**src/rtl/dpir_pkg.sv**
```systemverilog
// Constants and register map for the dual path interrupt router
package dpir_pkg;

  localparam int unsigned SRC_W = 21;
  localparam int unsigned DATA_W = 32;
  localparam int unsigned ADDR_W = 16;

  // Source positions
  localparam int unsigned POS_EXT_LO = 0;
  localparam int unsigned NUM_EXT = 8;
  localparam int unsigned POS_WATCHDOG = 10;
  localparam int unsigned POS_SERIAL0 = 11;
  localparam int unsigned POS_SERIAL1 = 12;
  localparam int unsigned POS_CONVERTER = 13;
  localparam int unsigned POS_TIMER_LO = 14;
  localparam int unsigned NUM_TIMERS = 6;
  localparam int unsigned POS_SOFTWARE = 20;

  // Implemented positions; 8 and 9 are reserved
  localparam logic [SRC_W-1:0] IMPL_MASK = 21'h1FFCFF;
  localparam logic [SRC_W-1:0] SW_BIT = 21'h100000;

  // Register offsets
  localparam logic [ADDR_W-1:0] OFS_GLOBAL_SOURCE_MASK = 16'h1200;
  localparam logic [ADDR_W-1:0] OFS_TRIGGER_KIND_SELECT = 16'h1204;
  localparam logic [ADDR_W-1:0] OFS_TRIGGER_SENSE_SELECT = 16'h1208;
  localparam logic [ADDR_W-1:0] OFS_PATH_ROUTE_SELECT = 16'h120C;
  localparam logic [ADDR_W-1:0] OFS_FAST_PATH_PENDING = 16'h1210;
  localparam logic [ADDR_W-1:0] OFS_NORMAL_PATH_PENDING = 16'h1214;
  localparam logic [ADDR_W-1:0] OFS_FAST_REQUEST_MASK = 16'h1218;
  localparam logic [ADDR_W-1:0] OFS_NORMAL_REQUEST_MASK = 16'h121C;
  localparam logic [ADDR_W-1:0] OFS_PENDING_CLEAR = 16'h1220;

  // Reset values
  localparam logic [SRC_W-1:0] RST_GLOBAL_SOURCE_MASK = 21'h1FFFFF;
  localparam logic [SRC_W-1:0] RST_TRIGGER_KIND = 21'h000000;
  localparam logic [SRC_W-1:0] RST_TRIGGER_SENSE = 21'h000000;
  localparam logic [SRC_W-1:0] RST_PATH_ROUTE = 21'h000000;
  localparam logic [SRC_W-1:0] RST_REQUEST_MASK = 21'h000000;
  localparam logic [SRC_W-1:0] ZERO_SRC = 21'h000000;
  localparam logic [DATA_W-1:0] ZERO_DATA = 32'h00000000;

endpackage : dpir_pkg

```
**src/rtl/dpir_router.sv**
```systemverilog
// Interrupt router: 19 sources steered to a normal or a fast request line
//
// Function
// - Positions: external 0-7, reserved 8-9, peripherals 10-19, software 20.
// - Watchdog 10, serial ports 11-12, converter 13, timers 14-19.
// - Each source but software configurable; default detection is falling edge.
// - No hardware priority or vectors; software uses path masks.
// - Global mask bits 0-19: 1 blocks a source; 0 lets it through.
// - Masking a source globally clears its status bit.
// - Global mask resets to all ones.
// - Trigger kind: 0 edge, 1 level; resets to 0.
// - Trigger sense: 0 falling/low, 1 rising/high; resets to 0.
// - Per-source direction selects normal or fast request path.
// - Separate path status registers; clear by writing 1, edge sources only.
// - Per-path request masks gate requests to the processor.
// - Global mask bit 20 written 1 raises software request, 0 withdraws.
// - Software source is level sensitive, active high, ignoring triggers.
// - Registers at 0x1200, 0x1204, 0x1208, 0x120C, clear at 0x1220.
// - Direction 0 routes to normal path, 1 to fast; resets 0.
// - Path masks: 0 allows, 1 blocks; reset to 0.
// - Clear writes act only on bits written as 1.
`timescale 1ns/1ps
`default_nettype none

module dpir_router (
  // Clock and reset
  input wire logic core_clk,
  input wire logic rst,
  // Register port
  input wire logic [dpir_pkg::ADDR_W-1:0] reg_addr,
  input wire logic [dpir_pkg::DATA_W-1:0] reg_wdata,
  input wire logic reg_wr,
  input wire logic reg_rd,
  output logic [dpir_pkg::DATA_W-1:0] reg_rdata,
  // Interrupt sources
  input wire logic [dpir_pkg::NUM_EXT-1:0] ext_source,
  input wire logic watchdog_source,
  input wire logic serial0_source,
  input wire logic serial1_source,
  input wire logic converter_source,
  input wire logic [dpir_pkg::NUM_TIMERS-1:0] timer_source,
  // Processor requests, active high
  output logic normal_req,
  output logic fast_req
);

  typedef struct packed {
    logic [dpir_pkg::SRC_W-1:0] sync1;
    logic [dpir_pkg::SRC_W-1:0] sync2;
    logic [dpir_pkg::SRC_W-1:0] sync3;
    logic [dpir_pkg::SRC_W-1:0] filt;
    logic [dpir_pkg::SRC_W-1:0] global_source_mask;
    logic [dpir_pkg::SRC_W-1:0] trigger_kind_select;
    logic [dpir_pkg::SRC_W-1:0] trigger_sense_select;
    logic [dpir_pkg::SRC_W-1:0] path_route_select;
    logic [dpir_pkg::SRC_W-1:0] fast_request_mask;
    logic [dpir_pkg::SRC_W-1:0] normal_request_mask;
    logic [dpir_pkg::SRC_W-1:0] status;
    logic [dpir_pkg::DATA_W-1:0] rdata;
    logic normal_req;
    logic fast_req;
  } dpir_state_t;

  dpir_state_t st;
  dpir_state_t next_st;
  logic [dpir_pkg::SRC_W-1:0] raw_src;

  // Gather sources onto their fixed positions; reserved stay low
  always_comb begin
    raw_src = dpir_pkg::ZERO_SRC;
    raw_src[dpir_pkg::POS_EXT_LO +: dpir_pkg::NUM_EXT] = ext_source;
    raw_src[dpir_pkg::POS_WATCHDOG] = watchdog_source;
    raw_src[dpir_pkg::POS_SERIAL0] = serial0_source;
    raw_src[dpir_pkg::POS_SERIAL1] = serial1_source;
    raw_src[dpir_pkg::POS_CONVERTER] = converter_source;
    raw_src[dpir_pkg::POS_TIMER_LO +: dpir_pkg::NUM_TIMERS] =
      timer_source;
  end

  logic [dpir_pkg::SRC_W-1:0] agree;
  logic [dpir_pkg::SRC_W-1:0] new_filt;
  logic [dpir_pkg::SRC_W-1:0] rise;
  logic [dpir_pkg::SRC_W-1:0] fall;
  logic [dpir_pkg::SRC_W-1:0] edge_hit;
  logic [dpir_pkg::SRC_W-1:0] level_on;
  logic [dpir_pkg::SRC_W-1:0] clr_mask;
  logic [dpir_pkg::SRC_W-1:0] held;
  logic [dpir_pkg::SRC_W-1:0] wr_bits;
  logic wr_gmask;
  logic wr_clear;

  always_comb begin
    next_st = st;
    wr_bits = reg_wdata[dpir_pkg::SRC_W-1:0];
    wr_gmask = reg_wr && (reg_addr == dpir_pkg::OFS_GLOBAL_SOURCE_MASK);
    wr_clear = reg_wr && (reg_addr == dpir_pkg::OFS_PENDING_CLEAR);

    // Three-stage synchroniser; filtered value moves once stages 2 and 3 agree
    next_st.sync1 = raw_src;
    next_st.sync2 = st.sync1;
    next_st.sync3 = st.sync2;
    agree = ~(st.sync2 ^ st.sync3);
    new_filt = (agree & st.sync3) | (~agree & st.filt);
    next_st.filt = new_filt;

    // Detection per trigger kind and sense
    rise = new_filt & ~st.filt;
    fall = ~new_filt & st.filt;
    edge_hit = (st.trigger_sense_select & rise) |
               (~st.trigger_sense_select & fall);
    level_on = (st.trigger_sense_select & new_filt) |
               (~st.trigger_sense_select & ~new_filt);

    // Clear acts on written ones of edge sources only
    clr_mask = wr_clear ? (wr_bits & ~st.trigger_kind_select) :
                          dpir_pkg::ZERO_SRC;

    // Edge status is sticky; a new edge beats a clear in the same cycle
    held = (st.status & ~clr_mask) | edge_hit;
    next_st.status = (st.trigger_kind_select & level_on) |
                     (~st.trigger_kind_select & held);
    // Software source: level high from global mask bit 20 itself
    next_st.status[dpir_pkg::POS_SOFTWARE] =
      st.global_source_mask[dpir_pkg::POS_SOFTWARE];
    // Globally masked positions other than software, and unimplemented ones, hold no status
    next_st.status = next_st.status & dpir_pkg::IMPL_MASK &
      (~st.global_source_mask | dpir_pkg::SW_BIT);

    // Register writes
    if (reg_wr) begin
      unique case (reg_addr)
        dpir_pkg::OFS_GLOBAL_SOURCE_MASK:
          next_st.global_source_mask = wr_bits;
        dpir_pkg::OFS_TRIGGER_KIND_SELECT:
          next_st.trigger_kind_select = wr_bits;
        dpir_pkg::OFS_TRIGGER_SENSE_SELECT:
          next_st.trigger_sense_select = wr_bits;
        dpir_pkg::OFS_PATH_ROUTE_SELECT:
          next_st.path_route_select = wr_bits;
        dpir_pkg::OFS_FAST_REQUEST_MASK:
          next_st.fast_request_mask = wr_bits;
        dpir_pkg::OFS_NORMAL_REQUEST_MASK:
          next_st.normal_request_mask = wr_bits;
        default: begin
        end
      endcase
    end
    // Mask takes effect on status the cycle the write lands
    if (wr_gmask) begin
      next_st.status = next_st.status &
        (~wr_bits | dpir_pkg::SW_BIT);
      next_st.status[dpir_pkg::POS_SOFTWARE] =
        wr_bits[dpir_pkg::POS_SOFTWARE];
    end

    // Read data stands in the cycle after the strobe only
    next_st.rdata = dpir_pkg::ZERO_DATA;
    if (reg_rd) begin
      unique case (reg_addr)
        dpir_pkg::OFS_GLOBAL_SOURCE_MASK:
          next_st.rdata[dpir_pkg::SRC_W-1:0] = st.global_source_mask;
        dpir_pkg::OFS_TRIGGER_KIND_SELECT:
          next_st.rdata[dpir_pkg::SRC_W-1:0] = st.trigger_kind_select;
        dpir_pkg::OFS_TRIGGER_SENSE_SELECT:
          next_st.rdata[dpir_pkg::SRC_W-1:0] = st.trigger_sense_select;
        dpir_pkg::OFS_PATH_ROUTE_SELECT:
          next_st.rdata[dpir_pkg::SRC_W-1:0] = st.path_route_select;
        dpir_pkg::OFS_FAST_PATH_PENDING:
          next_st.rdata[dpir_pkg::SRC_W-1:0] =
            st.status & st.path_route_select;
        dpir_pkg::OFS_NORMAL_PATH_PENDING:
          next_st.rdata[dpir_pkg::SRC_W-1:0] =
            st.status & ~st.path_route_select;
        dpir_pkg::OFS_FAST_REQUEST_MASK:
          next_st.rdata[dpir_pkg::SRC_W-1:0] = st.fast_request_mask;
        dpir_pkg::OFS_NORMAL_REQUEST_MASK:
          next_st.rdata[dpir_pkg::SRC_W-1:0] = st.normal_request_mask;
        default: begin
        end
      endcase
    end

    // Plain OR per path: no priority, no vector, software orders service
    next_st.fast_req = |(st.status & st.path_route_select &
                         ~st.fast_request_mask);
    next_st.normal_req = |(st.status & ~st.path_route_select &
                           ~st.normal_request_mask);
  end

  always_ff @(posedge core_clk) begin
    if (rst) begin
      st <= '0;
      st.global_source_mask <= dpir_pkg::RST_GLOBAL_SOURCE_MASK;
      st.trigger_kind_select <= dpir_pkg::RST_TRIGGER_KIND;
      st.trigger_sense_select <= dpir_pkg::RST_TRIGGER_SENSE;
      st.path_route_select <= dpir_pkg::RST_PATH_ROUTE;
      st.fast_request_mask <= dpir_pkg::RST_REQUEST_MASK;
      st.normal_request_mask <= dpir_pkg::RST_REQUEST_MASK;
    end else begin
      st <= next_st;
    end
  end

  assign reg_rdata = st.rdata;
  assign normal_req = st.normal_req;
  assign fast_req = st.fast_req;

endmodule // dpir_router

`default_nettype wire

```
**config.mk**
```make
export PLATFORM = sky130hd
export DESIGN_NAME = dpir_router
export DESIGN_NICKNAME = d
export VERILOG_FILES = /design/src/rtl/dpir_pkg.sv /design/src/rtl/dpir_router.sv
export SDC_FILE = /design/constraint.sdc
export NUM_CORES = 1
export LEC_CHECK = 0
export BUFFER_PORTS_ARGS = -buffer_cell sky130_fd_sc_hd__buf_2
export CAP_MARGIN = 20
export CORE_ASPECT_RATIO = 0.75
export CORE_MARGIN = 1
export CORE_UTILIZATION = 45
export CTS_BUF_LIST = sky130_fd_sc_hd__clkbuf_8
export CTS_CLUSTER_DIAMETER = 120
export DETAILED_ROUTE_END_ITERATION = 10
export PLACE_DENSITY = 0.76
export SYNTH_ARGS = -nofsm -noshare
export SYNTH_HDL_FRONTEND = slang
export SYNTH_SLANG_ARGS = --single-unit
```
**constraint.sdc**
```tcl
create_clock -name core_clk -period 4.5 [get_ports core_clk]
set_clock_uncertainty 0.15 [all_clocks]
set_input_delay 0.45 -clock core_clk [delete_from_list [all_inputs] [get_ports core_clk]]
set_output_delay 0.45 -clock core_clk [all_outputs]
set_load 0.01 [all_outputs]
```
==> results of run 1 <==
final timing paths:
check               start      endpoint  slack [ns]
max           reg_addr[2]  reg_rdata[5]        1.56
min          reg_wdata[9]        st[85]        0.07
max reg2reg       st[114]    normal_req        2.54
min reg2reg  next_st[227]  next_st[206]        0.28
Yosys cell counts, types with 20 or more instances:
cell	instances
nand2_1	319
dfxtp_1	240
a21oi_1	168
nor2b_1	72
nor2_1	42
buf_4	37
clkbuf_1	37
o21ai_0	26
a222oi_1	23
a22oi_1	20
inv_1	20
nor3b_1	20
cells in the final DEF, fill, tap and decap left out, types with 5 or more instances in the layout:
| master | n |
|---|---|
| nand2_1 | 319 |
| dfxtp_1 | 240 |
| a21oi_1 | 168 |
| buf_2 | 80 |
| nor2b_1 | 72 |
| nor2_1 | 42 |
| clkbuf_8 | 42 |
| inv_1 | 36 |
| o21ai_0 | 26 |
| a222oi_1 | 23 |
| a22oi_1 | 20 |
| nor3b_1 | 20 |
| buf_4 | 20 |
| o221ai_1 | 18 |
| a221o_1 | 18 |
| a311oi_1 | 18 |
| dlygate4sd3_1 | 18 |
| a31oi_1 | 16 |
| xor2_1 | 15 |
| conb_1 | 11 |
| a32oi_1 | 9 |
| nor4_4 | 9 |
| nand3b_1 | 7 |
| nor3_1 | 6 |
| a221oi_1 | 6 |
| nor4_2 | 5 |
| a32o_1 | 5 |
sequential cells by signal, summed over array words and instances, names as in the netlist:
signal	count
st	181
next_st	36
reg_rdata	21
fast_req	1
normal_req	1
worst max-delay path, delay by kind of cell:
family,cells,cell delay (ns)
buf+inv,1,0.53
simple gates,2,1.67
compound gates,2,0.53
stage by stage:
step	power (mW)	setup slack (ns)	area, sq um	instances	hold slack (ns)
after floorplan	2.29	2.12	10400	1239	0.264
after global placement	2.35	1.17	10800	1532	0.268
after detailed placement	2.35	1.12	10800	1532	0.270
after CTS	4.00	1.68	11600	1610	0.0380
after global routing	4.13	1.57	11600	1611	0.0525
final	3.96	1.56	11600	1611	0.0654
cell families (layout without fill, tap and decap cells):
kind of cell / count (synthesis) / in the layout / share of synthesized area
and+or+nand+nor: 512 / 512 / 0.244
other: 1 / 12 / 0.000363
AOI/OAI and AO/OA: 336 / 336 / 0.212
muxes: 2 / 2 / 0.00206
DFF: 240 / 240 / 0.464
buffers and inverters: 122 / 199 / 0.0633
xor gates and xnor gates: 16 / 16 / 0.0135
report_power, final:
part | total [mW] | internal [mW] | switching, mW
Sequential | 2.16 | 2.15 | 0.0125
Combinational | 0.159 | 0.0574 | 0.102
Clock | 1.65 | 0.842 | 0.803
Total | 3.96 | 3.05 | 0.917
final cells by class:
class	count	area, sq um
fillers	2068	10700
multi-input cells	877	4940
flip-flops and latches	240	4800
repair buffers	119	742
clock buffers	42	578
well taps	294	368
inverters	20	75.1
clock inverters	18	70.1
diodes	1	2.50
routing by layer:
layer  wire length [um]  global-route usage  up-vias
met2              13000               0.382      522
met5                 13                   0        -
met1              12300               0.337     4425
li1                   -                   -     4451
met3               3550              0.0665       92
met4               1010               0.106        2
timing repair:
item | in CTS | in global routing
hold endpoints to repair | 18 | 0
hold buffers | 18 | 0
setup buffers | 0 | 0
==> metrics, run 1 <==
status completed; worst hold path stage count 3; Layout Area Growth over Synthesis 12.0%; CP Max Fanout 24; synth warn 0; DIE AREA between 20,000 and 25,000 sq um; Num CTS Buffers 38; total track usage 0.252; HP Class in2reg; Overflow after GRT 0; CP cell instances buf_2 > or4bb_1 > nor4_4 > a22oi_1 > a31oi_1; CTS Buffer Depth 3; Synth area leaders dfxtp_1 (46%), nand2_1 (12%), a21oi_1 (8.1%), nor2b_1 (4.4%), buf_4 (2.7%); port bufs 81; post-CTS resize count 0; Die Span X 177 um; setup TNS 0 ns; Critical Path End Type flip-flop; Initial Util 0.464; post-synthesis cell type count between 50 and 60; post-synth top area cell dfxtp_1; ys async rst share 0; Cell Rows 47; fmax around 0.34 GHz; IO Count 104; cell depth of the worst flop-to-flop path 5; DR vias/cell between 5 and 6; drt first pass iters 6; unrepaired setup endpoints after global routing false; DR vias about 9.5k; Die Ht about 130 um; Peak supply drop roughly 0.00018 V; first-pass GRT wire length roughly 46 mm; setup violators final 0; Post-synth top flop dfxtp_1; initial DRC count about 1.2k; Worst setup SP type primary input; Hold Violations, Final 0; CTS tree built; Post-synth EDFFs 0; Critical Path Max Stage Delay 1.00 ns; largest net degree at the start of global routing 116; Reg clk slew, reported paths ~0.06 ns; layout cells sized above 1 0.125; Antenna Violating Nets Remaining 0; max cap viols 0; Tmin final roughly 2.9 ns; Leak between 4 and 5 nW; fin crit share 0.653; Worst Setup Path Type in2reg; vias in the first global route 8,664; fin util 0.520; Mapped Cells 1,229; Arr. time, crit path between 3 and 4 ns; Root Buffer clkbuf_8; Worst-Margin Slew roughly 1.1 ns; Clk Latency, worst-skew pair between 0.5 and 0.6 ns; post-DP HPWL about 19 mm; critical path's slowest cell nor4_4; initial antenna violation count 2; Final nets 1,366; Num Clock Sinks 240; DRC 0; CP required roughly 4.8 ns; Seq cells post-synth 240; Max Transition Viols Final 0; GPL Wtd Cong 0.941; post-synth top area share 0.464; Slew Limit Headroom 0.229; post-synthesis sequential area ratio 0.464; H-tree levels 2; PwrDens ~340 nW/um^2; wire per inst approximately 19 um; syn_area_per_cell about 8.4 sq um; core box area around 22,000 sq um; Mapped Area approximately 10,000 sq um; Total Wirelength 29.9 mm
Note: power is estimated with default switching activity, not from simulation.
==> run 2, diff against run 1 <==
==> constraint.sdc (replaced) <==
create_clock -name core_clk -period 2.95 [get_ports core_clk]
set_clock_uncertainty 0.15 [all_clocks]
set_input_delay 0.295 -clock core_clk [delete_from_list [all_inputs] [get_ports core_clk]]
set_output_delay 0.295 -clock core_clk [all_outputs]
set_load 0.01 [all_outputs]
==> run 2 against run 1 <==
  * Clock-buffer cell count up 6
  * Critical path depth up 1
  * Flip-flop and latch count unchanged
  * Total power up 60%
  * Routed wire length down 0.59%
  * Worst hold slack better by 0.088 ns
  * Critical path type unchanged
  * Largest cell class unchanged
  * Largest power group unchanged
==> metrics, run 2 (synthesis results as in run 1) <==
Critical Path Source reg_addr[5]; fmax ~0.45 GHz; Total Wirelength between 20 and 30 mm; CP required ~3.2 ns; DRC 0; Die Span X 177 um; initial antenna violation count 1; Hold Buf Count CTS 39; internal reg-to-reg setup slack between 0.9 and 1 ns; Worst-Margin Slew about 0.97 ns; Antenna Violating Nets Remaining 0; Root Buffer clkbuf_8; DIE AREA between 20,000 and 25,000 sq um; Largest Register st; Clk network pwr share 0.436; setup TNS 0 ns; Cell Rows 47; IO Count 104; Hold Violations, Final 0; wire per inst 17.9 um; initial DRC count 1,277; placed insts approximately 1.6k; switching portion of total power 0.234; layout cells sized above 1 0.147; Int Pwr 4.85 mW; Worst setup SP type primary input; Die Ht approximately 130 um; Critical Path Max Stage Delay about 0.7 ns; drt first pass iters 7; Overflow after GRT 0; Worst R2R End normal_req; first-pass GRT wire length between 40 and 50 mm; cell depth of the worst flop-to-flop path 5; setup violators final 0; Clk Latency, worst-skew pair approximately 0.55 ns; Initial Util 0.464; Setup Buffers After CTS 0; most frequent cells in the layout nand2_1 (319), dfxtp_1 (240), a21oi_1 (168), buf_2 (80), nor2b_1 (72); Leak 4.36 nW; CP endpoint reg_rdata[20]; Worst R2R Start st[114]; CP Max Fanout 11; H-tree levels 2; PwrDens between 500 and 600 nW/um^2; Final nets about 1.4k; GPL Wtd Cong 0.921; Peak supply drop slightly above 0.0003 V; DR vias/cell ~5.8; combinational power share 0.044; Max Transition Viols Final 0; total track usage 0.249; CTS Buffer Depth 3; post-CTS resize count 0; switching power around 1.5 mW; DR vias between 9k and 10k; critical path's slowest cell or4b_1; CTS tree built; post-route cell area about 12,000 sq um; Worst Setup Path Type in2reg; Arr. time, crit path 2.47 ns; port bufs 81; fin cells 1,665; max cap viols 0; Num CTS Buffers 37; Seq pwr share 0.520; fillers 2,010; core box area roughly 22,000 sq um; dpl cell area between 10,000 and 15,000 sq um; CP cell instances buf_2 > or4b_1 > or2_1 > nor3_1 > a222oi_1 > a31oi_1; vias in the first global route ~8.8k; largest net degree at the start of global routing about 200; Tmin final 2.23 ns; HP Class in2reg; Layout Area Growth over Synthesis 17.2%; unrepaired setup endpoints after global routing false; post-DP HPWL approximately 19 mm; fin util 0.544; commonest non-fill, non-tap cell in the layout nand2_1; Slew Limit Headroom 0.353; Reg clk slew, reported paths 0.07 ns; Num Clock Sinks between 200 and 250; status completed; Critical Path End Type flip-flop; number of flip-flops under the largest register name around 180; fin crit share 0.756
[run 2: cell types whose count changed in the layout (fill, tap and decap cells not counted), sizes merged]
cell	delta
dlygate4sd3	+21
clkinv	+2
clkbuf	+6
buf	+26
clkinvlp	+2
inv	-3
[run 2: how the worst min path moves through the flow]
stage,to,depth (start not counted),start,slack (ns)
2_1_floorplan,next_st[202],1,next_st[223],0.26
3_3_place_gp,next_st[202],1,next_st[223],0.27
3_5_place_dp,next_st[206],1,next_st[227],0.27
4_1_cts,st[46],4,reg_addr[5],0.17
5_1_grt,st[47],4,reg_addr[5],0.19
6_report,next_st[218],3,rst,0.15
[run 2: worst max-delay path, delay by kind of cell]
kind                   cells  cell delay, ns
AND/OR/NAND/NOR            3            1.48
buffers and inverters      1            0.20
AO/OA/AOI/OAI              2            0.48
[run 2: area by class of cell]
type / instances / area (sq um) / area share
flip-flops and latches: 240 / 4800 / 0.396
well taps: 294 / 368 / 0.0303
diodes: 1 / 2.50 / 0.000206
clock inverters: 19 / 83.8 / 0.00692
clock buffers: 48 / 661 / 0.0545
repair buffers: 166 / 1180 / 0.0977
multi-input cells: 877 / 4940 / 0.408
inverters: 20 / 75.1 / 0.00619
[run 2: layer usage]
| layer | wire [um] | track usage | vias up | part of all wire |
|---|---|---|---|---|
| li1 | - | - | 4541 | - |
| met5 | 0 | 0 | - | 0 |
| met3 | 3130 | 0.0459 | 73 | 0.11 |
| met1 | 12800 | 0.350 | 4550 | 0.43 |
| met4 | 854 | 0.0905 | 0 | 0.029 |
| met2 | 13000 | 0.380 | 532 | 0.44 |
[run 2: metrics by stage]
stage	total power [mW]	worst slack [ns]	hold WS, ns
finish	6.33	0.720	0.153
global route	6.57	0.695	0.185
detailed placement	3.59	0.290	0.273
floorplan	3.50	0.723	0.264
CTS	6.39	0.846	0.170
global placement	3.59	0.288	0.267
[run 2: power by group through the flow]
stage	clock, mW	combinational (mW)	sequential (mW)
finish	2.76	0.276	3.29
global route	2.98	0.296	3.29
CTS	2.83	0.272	3.29
detailed placement	0	0.231	3.36
global placement	0	0.227	3.36
floorplan	0	0.138	3.36
